===== src/verilog/dcwir_pkg.sv =====
// Package with register map, field layout and constants for the config/watchdog/id register bank
// ----------------------------------------------------------------------------
// Overview of operation
// [RULE1] Build config bits 29:20 give data buffer depth as lines minus one.
// [RULE2] Build config bits 19:16 give read queue depth as lines minus one.
// [RULE3] Build config bits 14:12 give outstanding read count minus one, 1 to 8.
// [RULE4] Build config bits 11:8 give write queue depth as lines minus one.
// [RULE5] Build config bits 6:4 give outstanding write count minus one, 1 to 8.
// [RULE6] Build config bits 2:0 code bus width: 010=32, 011=64, 100=128 bits.
// [RULE7] Mode bit clear: lock-up aborts involved channels and raises abort interrupt.
// [RULE8] Mode bit set: lock-up only raises abort interrupt, channels keep running.
// [RULE9] Software should change watchdog control only while all channels are stopped.
// [RULE10] Four id registers each give one byte in bits 7:0 of a 32-bit id.
// [RULE11] Id value: bit 24 integration, 23:20 revision, 19:12 designer, 11:0 part.
// [RULE12] Lowest id register returns part number low byte, which is also its reset value.
// [RULE13] Integration flag reads zero: no integration test logic inside.
// [RULE14] Config and id fields are read-only constants; writes ignored; reserved reads zero.
// ----------------------------------------------------------------------------
package dcwir_pkg;
  localparam int ADDR_W = 6;
  // Register byte offsets
  localparam logic [5:0] OFF_BUILD_CFG = 6'h00;
  localparam logic [5:0] OFF_WD_CTRL = 6'h04;
  localparam logic [5:0] OFF_IRQ_STAT = 6'h08;
  localparam logic [5:0] OFF_IRQ_MASK = 6'h0C;
  localparam logic [5:0] OFF_ID0 = 6'h10;
  localparam logic [5:0] OFF_ID1 = 6'h14;
  localparam logic [5:0] OFF_ID2 = 6'h18;
  localparam logic [5:0] OFF_ID3 = 6'h1C;
  // Build configuration field values
  localparam logic [9:0] CFG_BUF_DEP = 10'h0FF;
  localparam logic [3:0] CFG_RD_Q_DEP = 4'hF;
  localparam logic [2:0] CFG_RD_CAP = 3'h7;
  localparam logic [3:0] CFG_WR_Q_DEP = 4'hF;
  localparam logic [2:0] CFG_WR_CAP = 3'h7;
  localparam logic [2:0] WIDTH_32 = 3'h2;
  localparam logic [2:0] WIDTH_64 = 3'h3;
  localparam logic [2:0] WIDTH_128 = 3'h4;
  localparam logic [2:0] CFG_WIDTH = WIDTH_64;
  // Build configuration field positions
  localparam int BUF_LSB = 20;
  localparam int RDQ_LSB = 16;
  localparam int RDC_LSB = 12;
  localparam int WRQ_LSB = 8;
  localparam int WRC_LSB = 4;
  localparam int WID_LSB = 0;
  // Identity fields; designer, part and revision values are arbitrary
  localparam logic INTEG_CFG = 1'b0;
  localparam logic [3:0] ID_REVISION = 4'h1;
  localparam logic [7:0] ID_DESIGNER = 8'h5A;
  localparam logic [11:0] ID_PART = 12'h7C4;
  localparam int ID_INTEG_BIT = 24;
  localparam int ID_REV_LSB = 20;
  localparam int ID_DES_LSB = 12;
  // Watchdog and interrupt layout
  localparam int WD_NOTIFY_BIT = 0;
  localparam logic WD_RESET = 1'b0;
  localparam int IRQ_LOCKUP_BIT = 0;
  localparam int IRQ_ABORT_BIT = 1;
  localparam int IRQ_W = 2;
  localparam logic [1:0] IRQ_MASK_RESET = 2'h0;
  localparam logic [31:0] ZERO_WORD = 32'h0000_0000;
endpackage


===== src/verilog/dcwir_regs.sv =====
// Config, watchdog control and identity register bank on Avalon-MM
//
// Our own choices: the Avalon-MM interface to the registers and the placing of the registers.
`timescale 1ns/10ps
`default_nettype none
module dcwir_regs (
  input wire logic ref_clk_i,
  input wire logic rstn_i,
  input wire logic [dcwir_pkg::ADDR_W-1:0] avs_address_i,
  input wire logic avs_read_i,
  input wire logic avs_write_i,
  input wire logic [31:0] avs_writedata_i,
  input wire logic [3:0] avs_byteenable_i,
  output logic [31:0] avs_readdata_o,
  output logic avs_waitrequest_o,
  input wire logic lockup_i,
  input wire logic [7:0] lockup_chans_i,
  output logic [7:0] chan_abort_o,
  output logic irq_abort_o,
  output logic irq_o
);
  import dcwir_pkg::*;

  // ----------------------------------------------------------------
  // Constant words
  // ----------------------------------------------------------------
  logic [31:0] build_cfg;
  logic [31:0] ident;
  assign build_cfg = {2'b00, CFG_BUF_DEP, CFG_RD_Q_DEP, 1'b0, CFG_RD_CAP,
                      CFG_WR_Q_DEP, 1'b0, CFG_WR_CAP, 1'b0, CFG_WIDTH}; // [RULE1] [RULE2] [RULE3] [RULE4] [RULE5] [RULE6]
  assign ident = {7'h00, INTEG_CFG, ID_REVISION, ID_DESIGNER, ID_PART}; // [RULE11] [RULE13]

  // ----------------------------------------------------------------
  // Bus handshake
  // ----------------------------------------------------------------
  // One wait cycle on reads so read data can come from a register
  logic rd_pend_q;
  logic wr_acc;
  logic rd_acc;
  always_ff @(posedge ref_clk_i or negedge rstn_i) begin
    if (!rstn_i) begin
      rd_pend_q <= 1'b0;
    end else begin
      rd_pend_q <= avs_read_i && !rd_pend_q;
    end
  end
  assign avs_waitrequest_o = avs_read_i && !rd_pend_q;
  assign rd_acc = avs_read_i && rd_pend_q;
  assign wr_acc = avs_write_i && avs_byteenable_i[0];

  // ----------------------------------------------------------------
  // Watchdog control
  // ----------------------------------------------------------------
  logic notify_only_q;
  always_ff @(posedge ref_clk_i or negedge rstn_i) begin
    if (!rstn_i) begin
      notify_only_q <= WD_RESET;
    end else if (wr_acc && avs_address_i == OFF_WD_CTRL) begin
      // Changing this mid-transfer is legal but best done with channels stopped [RULE9]
      notify_only_q <= avs_writedata_i[WD_NOTIFY_BIT];
    end
  end

  // Abort only when the notify-only mode is off
  always_ff @(posedge ref_clk_i or negedge rstn_i) begin
    if (!rstn_i) begin
      chan_abort_o <= 8'h00;
    end else begin
      chan_abort_o <= (lockup_i && !notify_only_q) ? lockup_chans_i : 8'h00; // [RULE7] [RULE8]
    end
  end

  always_ff @(posedge ref_clk_i or negedge rstn_i) begin
    if (!rstn_i) begin
      irq_abort_o <= 1'b0;
    end else begin
      irq_abort_o <= lockup_i; // [RULE7] [RULE8]
    end
  end

  // ----------------------------------------------------------------
  // Interrupt status and mask
  // ----------------------------------------------------------------
  logic [IRQ_W-1:0] irq_stat_q;
  logic [IRQ_W-1:0] irq_mask_q;
  logic [IRQ_W-1:0] irq_evt;
  logic [IRQ_W-1:0] irq_clr;
  assign irq_evt[IRQ_LOCKUP_BIT] = lockup_i;
  assign irq_evt[IRQ_ABORT_BIT] = lockup_i && !notify_only_q;
  assign irq_clr = (wr_acc && avs_address_i == OFF_IRQ_STAT) ?
                   avs_writedata_i[IRQ_W-1:0] : '0;
  genvar gi;
  generate
    for (gi = 0; gi < IRQ_W; gi++) begin : g_stat
      // Set wins over a simultaneous clear so no event is lost
      always_ff @(posedge ref_clk_i or negedge rstn_i) begin
        if (!rstn_i) begin
          irq_stat_q[gi] <= 1'b0;
        end else if (irq_evt[gi]) begin
          irq_stat_q[gi] <= 1'b1;
        end else if (irq_clr[gi]) begin
          irq_stat_q[gi] <= 1'b0;
        end
      end
    end
  endgenerate
  always_ff @(posedge ref_clk_i or negedge rstn_i) begin
    if (!rstn_i) begin
      irq_mask_q <= IRQ_MASK_RESET;
    end else if (wr_acc && avs_address_i == OFF_IRQ_MASK) begin
      irq_mask_q <= avs_writedata_i[IRQ_W-1:0];
    end
  end
  assign irq_o = |(irq_stat_q & irq_mask_q);

  // ----------------------------------------------------------------
  // Read mux
  // ----------------------------------------------------------------
  // Writes to config and id offsets fall through untouched [RULE14]
  logic [31:0] rd_mux;
  always_comb begin
    rd_mux = ZERO_WORD;
    case (avs_address_i)
      OFF_BUILD_CFG: rd_mux = build_cfg; // [RULE14]
      OFF_WD_CTRL: rd_mux = {31'h0000_0000, notify_only_q};
      OFF_IRQ_STAT: rd_mux = {30'h0000_0000, irq_stat_q};
      OFF_IRQ_MASK: rd_mux = {30'h0000_0000, irq_mask_q};
      OFF_ID0: rd_mux = {24'h00_0000, ident[7:0]}; // [RULE10] [RULE12]
      OFF_ID1: rd_mux = {24'h00_0000, ident[15:8]}; // [RULE10]
      OFF_ID2: rd_mux = {24'h00_0000, ident[23:16]}; // [RULE10]
      OFF_ID3: rd_mux = {24'h00_0000, ident[31:24]}; // [RULE10] [RULE13]
      default: rd_mux = ZERO_WORD;
    endcase
  end

  dcwir_rdata_reg u_rdata (
    .ref_clk_i(ref_clk_i),
    .rstn_i(rstn_i),
    .load_i(avs_read_i && !rd_pend_q),
    .data_i(rd_mux),
    .data_o(avs_readdata_o)
  );

  // ----------------------------------------------------------------
  // Assertions
  // ----------------------------------------------------------------
  property p_abort_mode;
    @(posedge ref_clk_i) disable iff (!rstn_i)
      (lockup_i && !notify_only_q) |=> (chan_abort_o == $past(lockup_chans_i));
  endproperty
  a_abort_mode: assert property (p_abort_mode) else $error("Abort missing"); // [RULE7]

  property p_notify_only;
    @(posedge ref_clk_i) disable iff (!rstn_i)
      (lockup_i && notify_only_q) |=> (chan_abort_o == 8'h00) && irq_abort_o;
  endproperty
  a_notify_only: assert property (p_notify_only) else $error("Abort in notify mode"); // [RULE8]

  property p_irq_follow;
    @(posedge ref_clk_i) disable iff (!rstn_i) lockup_i |=> irq_abort_o;
  endproperty
  a_irq_follow: assert property (p_irq_follow) else $error("Abort irq missing"); // [RULE7]

  property p_cfg_read;
    @(posedge ref_clk_i) disable iff (!rstn_i)
      (rd_acc && avs_address_i == OFF_BUILD_CFG) |->
      (avs_readdata_o[29:20] == CFG_BUF_DEP) && (avs_readdata_o[19:16] == CFG_RD_Q_DEP);
  endproperty
  a_cfg_read: assert property (p_cfg_read) else $error("Buffer fields wrong"); // [RULE1]

  property p_cfg_caps;
    @(posedge ref_clk_i) disable iff (!rstn_i)
      (rd_acc && avs_address_i == OFF_BUILD_CFG) |->
      (avs_readdata_o[14:12] == CFG_RD_CAP) && (avs_readdata_o[11:8] == CFG_WR_Q_DEP)
      && (avs_readdata_o[6:4] == CFG_WR_CAP) && (avs_readdata_o[2:0] == CFG_WIDTH);
  endproperty
  a_cfg_caps: assert property (p_cfg_caps) else $error("Capability fields wrong"); // [RULE3]

  property p_id0;
    @(posedge ref_clk_i) disable iff (!rstn_i)
      (rd_acc && avs_address_i == OFF_ID0) |-> avs_readdata_o == {24'h00_0000, ID_PART[7:0]};
  endproperty
  a_id0: assert property (p_id0) else $error("Id byte zero wrong"); // [RULE12]

  property p_id3;
    @(posedge ref_clk_i) disable iff (!rstn_i)
      (rd_acc && avs_address_i == OFF_ID3) |-> avs_readdata_o[0] == 1'b0;
  endproperty
  a_id3: assert property (p_id3) else $error("Integration flag set"); // [RULE13]

  property p_id2;
    @(posedge ref_clk_i) disable iff (!rstn_i)
      (rd_acc && avs_address_i == OFF_ID2) |-> avs_readdata_o[7:4] == ID_REVISION;
  endproperty
  a_id2: assert property (p_id2) else $error("Revision wrong"); // [RULE11]

  property p_wait_one;
    @(posedge ref_clk_i) disable iff (!rstn_i)
      $rose(avs_read_i) |-> avs_waitrequest_o ##1 !avs_waitrequest_o;
  endproperty
  a_wait_one: assert property (p_wait_one) else $error("Read latency wrong"); // [RULE10]

  // Writes are never stalled, so a register write lands at its first edge
  property p_wr_no_wait;
    @(posedge ref_clk_i) disable iff (!rstn_i)
      (avs_write_i && !avs_read_i) |-> !avs_waitrequest_o;
  endproperty
  a_wr_no_wait: assert property (p_wr_no_wait) else $error("Write stalled"); // [RULE14]

  property p_lockup_stat;
    @(posedge ref_clk_i) disable iff (!rstn_i) lockup_i |=> irq_stat_q[IRQ_LOCKUP_BIT];
  endproperty
  a_lockup_stat: assert property (p_lockup_stat) else $error("Lockup status not set"); // [RULE7]

  property p_abort_stat;
    @(posedge ref_clk_i) disable iff (!rstn_i)
      (lockup_i && !notify_only_q) |=> irq_stat_q[IRQ_ABORT_BIT];
  endproperty
  a_abort_stat: assert property (p_abort_stat) else $error("Abort status not set"); // [RULE7]

  property p_id1;
    @(posedge ref_clk_i) disable iff (!rstn_i)
      (rd_acc && avs_address_i == OFF_ID1) |-> avs_readdata_o[3:0] == ID_PART[11:8];
  endproperty
  a_id1: assert property (p_id1) else $error("Part number high nibble wrong"); // [RULE11]

  // Upper id bits are undefined to software; this build returns zero there
  property p_id_upper;
    @(posedge ref_clk_i) disable iff (!rstn_i)
      (rd_acc && (avs_address_i == OFF_ID0 || avs_address_i == OFF_ID1
                  || avs_address_i == OFF_ID2 || avs_address_i == OFF_ID3))
      |-> avs_readdata_o[31:8] == 24'h00_0000;
  endproperty
  a_id_upper: assert property (p_id_upper) else $error("Id upper bits set"); // [RULE10]

  c_abort: cover property (@(posedge ref_clk_i) disable iff (!rstn_i)
    lockup_i && !notify_only_q);
  c_notify: cover property (@(posedge ref_clk_i) disable iff (!rstn_i)
    lockup_i && notify_only_q);
  c_irq: cover property (@(posedge ref_clk_i) disable iff (!rstn_i) irq_o);
  c_id_read: cover property (@(posedge ref_clk_i) disable iff (!rstn_i)
    rd_acc && avs_address_i == OFF_ID0);
  c_w1c: cover property (@(posedge ref_clk_i) disable iff (!rstn_i)
    |irq_clr && |irq_stat_q);
endmodule // dcwir_regs
`default_nettype wire


===== src/verilog/dcwir_rdata_reg.sv =====
// Registered read data stage for the register bus
`timescale 1ns/10ps
`default_nettype none
module dcwir_rdata_reg (
  input wire logic ref_clk_i,
  input wire logic rstn_i,
  input wire logic load_i,
  input wire logic [31:0] data_i,
  output logic [31:0] data_o
);
  import dcwir_pkg::*;
  always_ff @(posedge ref_clk_i or negedge rstn_i) begin
    if (!rstn_i) begin
      data_o <= ZERO_WORD;
    end else if (load_i) begin
      data_o <= data_i;
    end
  end
endmodule // dcwir_rdata_reg
`default_nettype wire


===== config.mk =====
export PLATFORM = sky130hd
export DESIGN_NAME = dcwir_regs
export DESIGN_NICKNAME = d
export VERILOG_FILES = /design/src/verilog/dcwir_pkg.sv /design/src/verilog/dcwir_regs.sv /design/src/verilog/dcwir_rdata_reg.sv
export SDC_FILE = /design/constraint.sdc
export NUM_CORES = 1
export LEC_CHECK = 0
export BUFFER_PORTS_ARGS = -buffer_cell sky130_fd_sc_hd__buf_2
export CAP_MARGIN = 20
export CORE_ASPECT_RATIO = 0.8
export CORE_MARGIN = 5
export CORE_UTILIZATION = 47
export DETAILED_ROUTE_END_ITERATION = 8
export GPL_TIMING_DRIVEN = 0
export PLACE_DENSITY = 0.81
export SYNTH_ARGS = -nofsm -noshare
export SYNTH_HDL_FRONTEND = slang
export SYNTH_HIERARCHICAL = 1
export SYNTH_SLANG_ARGS = --single-unit
export TNS_END_PERCENT = 1

===== constraint.sdc =====
create_clock -name ref_clk_i -period 1.66 [get_ports ref_clk_i]
set_clock_uncertainty 0.05 [all_clocks]
set_input_delay 0.332 -clock ref_clk_i [delete_from_list [all_inputs] [get_ports ref_clk_i]]
set_output_delay 0.332 -clock ref_clk_i [all_outputs]
set_load 0.02 [all_outputs]

==> results.sh <==
export IMPL_outcome="finished clean"
export IMPL_areaGrowthSynthToFinish_pct=27.5
export IMPL_synth_warnings=6
export IMPL_seq_area_frac_synth=0.561
export IMPL_crit_type="reg2out"
export IMPL_max_freq_mhz=678
export IMPL_fp_dieH_um=69.7
export IMPL_grt_max_degree=48
export IMPL_dpl_hpwl_um=2790
export IMPL_synth_area_per_cell_um2=15.3
export IMPL_firstDrtPassIters=4
export IMPL_hold_ws_ns=0.141
export IMPL_die_x_um=84.7
export IMPL_route_detailed_drc=0
export IMPL_vias=1286
export IMPL_synth_simple_gate_area_frac=0.0979
export IMPL_reg2reg_slack_ns=0.28
export IMPL_hp_class="in2reg"
export IMPL_reg2regPathDepth=4
export IMPL_synthCells=137
export IMPL_final_cells=272
export IMPL_synth_compound_area_frac=0.0304
export IMPL_synth_xor_area_frac=0.00418
export IMPL_drt_iter0_markers=47
export IMPL_mostFrequentLayoutCells="63 x buf_2, 47 x dfrtp_1, 30 x mux2_4, 8 x and2_1"
export IMPL_start_kind="flop"
export IMPL_arrival_ns=1.09
export IMPL_root_buffer="clkbuf_8"
export IMPL_grt_pass1_wl_um=6460
export IMPL_grt_pass1_vias=1355
export IMPL_clock_tree_buffer_depth=2
export IMPL_via_per_inst=4.73
export IMPL_row_count=21
export IMPL_fin_area_um2=2670
export IMPL_report_final_slew_viol_count=0
export IMPL_syn_area_um2=2100
export IMPL_wl_met3_um=359
export IMPL_ys_types=31
export IMPL_rsz0062_at_grt="no"
export IMPL_synth_flop_cell="dfrtp_1"
export IMPL_whs_endpoint="irq_abort_o"
export IMPL_nNetsFinal=270
export IMPL_synth_top_family_by_area="multiplexers"
export IMPL_crit_path_max_fanout=3
export IMPL_clk_latency_ns=0.28
export IMPL_design_core_area_um2=4260
export IMPL_yosys_register_bits=47
export IMPL_worstReg2RegStart="rd_pend_q"
export IMPL_cts_resized=0
export IMPL_drive_above_1_share=0.540
export IMPL_synth_edff_count=0
export IMPL_hold_viol=0
export IMPL_top_layer="met4"
export IMPL_port_buffers=63
export IMPL_leakagePower_uw=0.00142
export IMPL_initial_core_util=0.492
export IMPL_finalSetupViolations=0
export IMPL_layout_commonest_cell="buf_2"
export IMPL_clk_pin_slew_ns=0.08
export IMPL_dieArea_um2=5900
export IMPL_dpl_cell_area_um2=2520
export IMPL_synthAdderAreaFrac=0
export IMPL_wl_per_cell_um=14.2
export IMPL_grt_use_total=0.136
export IMPL_hp_start="lockup_i"
export IMPL_n_antenna_cell=0
export IMPL_peakVddDrop_uv=614
export IMPL_htree_levels=2
export IMPL_globalplace_congestion=0.763
export IMPL_antenna_found_initial=0
export IMPL_numClockSinks=47
export IMPL_holdPathStages=1
export IMPL_grt_overflow=0
export IMPL_dp_cells=262
export IMPL_period_share=0.888
export IMPL_numCtsBuffers=5
export IMPL_period_minus_slack_ns=1.47
export IMPL_max_cap_viol_count=0
export IMPL_postRouteWirelength_um=3850
export IMPL_antenna_left=0
export IMPL_wl_met1_um=1840
export IMPL_pin_count=98
export IMPL_route_met2_wl_um=1630
export IMPL_muxShareOfSynthArea=0.242
export IMPL_p_per_area_nw_per_um2=899
export IMPL_crit_required_ns=1.28
export IMPL_end_kind="primary output"
export IMPL_cts_tree="done"
export IMPL_async_flop_share=1.00
export IMPL_rr_endpoint="u_rdata/data_o[2]"
-- metal layers --
layer  global-route usage  vias up
met5                    0        -
met4               0.0369        0
met3               0.0558        4
met2                0.197       51
met1                0.189      610
li1                     -      621
-- sequential cells by signal, summed over array words and instances (netlist names) --
register	count
rd_pend_q	1
chan_abort_o	8
u_rdata/data_o	32
irq_abort_o	1
notify_only_q	1
irq_stat_q	2
irq_mask_q	2
-- cell usage after synthesis (2+ instances only) --
cell / n / area share
a31oi_1: 3 / 0.0090
and2_1: 8 / 0.024
buf_12: 3 / 0.029
buf_6: 3 / 0.016
dfrtp_1: 47 / 0.56
inv_1: 3 / 0.0054
mux2_1: 3 / 0.016
mux2_2: 2 / 0.011
mux2_4: 30 / 0.21
nand2_1: 3 / 0.0054
nand2b_1: 3 / 0.0090
nor2_1: 6 / 0.011
nor2b_1: 2 / 0.0060
nor3_1: 2 / 0.0048
nor4_1: 2 / 0.0060
nor4_4: 2 / 0.020
-- worst max-delay path by stage --
stage                               endpoint        startpoint  slack, ns
after global routing       avs_waitrequest_o         rd_pend_q       0.11
after CTS                  avs_waitrequest_o         rd_pend_q       0.16
final                                  irq_o     irq_stat_q[0]       0.19
after floorplan           u_rdata/data_o[10]  avs_address_i[5]      -0.07
after detailed placement  u_rdata/data_o[19]  avs_address_i[5]      -0.43
after global placement    u_rdata/data_o[21]  avs_address_i[5]      -0.39
-- worst max-delay path, cell delays in order, from the launching register on --
cell and delay (ns):
dfrtp_1 0.40, a22o_1 0.24, buf_2 0.16
-- stage by stage --
step / worst slack, ns / power [µW] / setup TNS [ns] / utilization
after floorplan: -0.0710 / 1490 / -1.35 / -
after global placement: -0.387 / 1610 / -7.45 / 0.591
after detailed placement: -0.425 / 1610 / -8.18 / 0.591
after CTS: 0.164 / 2420 / 0 / 0.621
after global routing: 0.105 / 2520 / 0 / 0.628
final: 0.186 / 2400 / 0 / 0.628
-- timing repair --
| item | CTS | global route |
|---|---|---|
| hold buffers | 0 | 1 |
| endpoints found under the setup margin | 19 | 0 |
| hold endpoints to repair | 0 | 11 |
| buffers inserted | 1 | 0 |
-- cell type report --
type | instances | area, µm²
fill | 345 | 1580
sequential | 47 | 1180
multi-input combinational | 83 | 822
timing repair buffer | 66 | 365
buffer | 9 | 120
tap | 57 | 71.3
clock buffer | 5 | 68.8
clock inverter | 2 | 37.5
inverter | 3 | 11.3
-- cell families (layout without fill, tap and decap cells) --
family / count (synthesis) / count (layout)
flip-flops: 47 / 47
multiplexers: 35 / 35
AND/OR/NAND/NOR: 32 / 32
buffers and inverters: 12 / 85
AO/OA/AOI/OAI: 9 / 9
other: 1 / 6
XOR/XNOR: 1 / 1
-- power breakdown --
part	switching (µW)	internal [µW]
clock	366	440
combinational	200	172
sequential	26.4	1200
(Power assumes the default switching activity.)
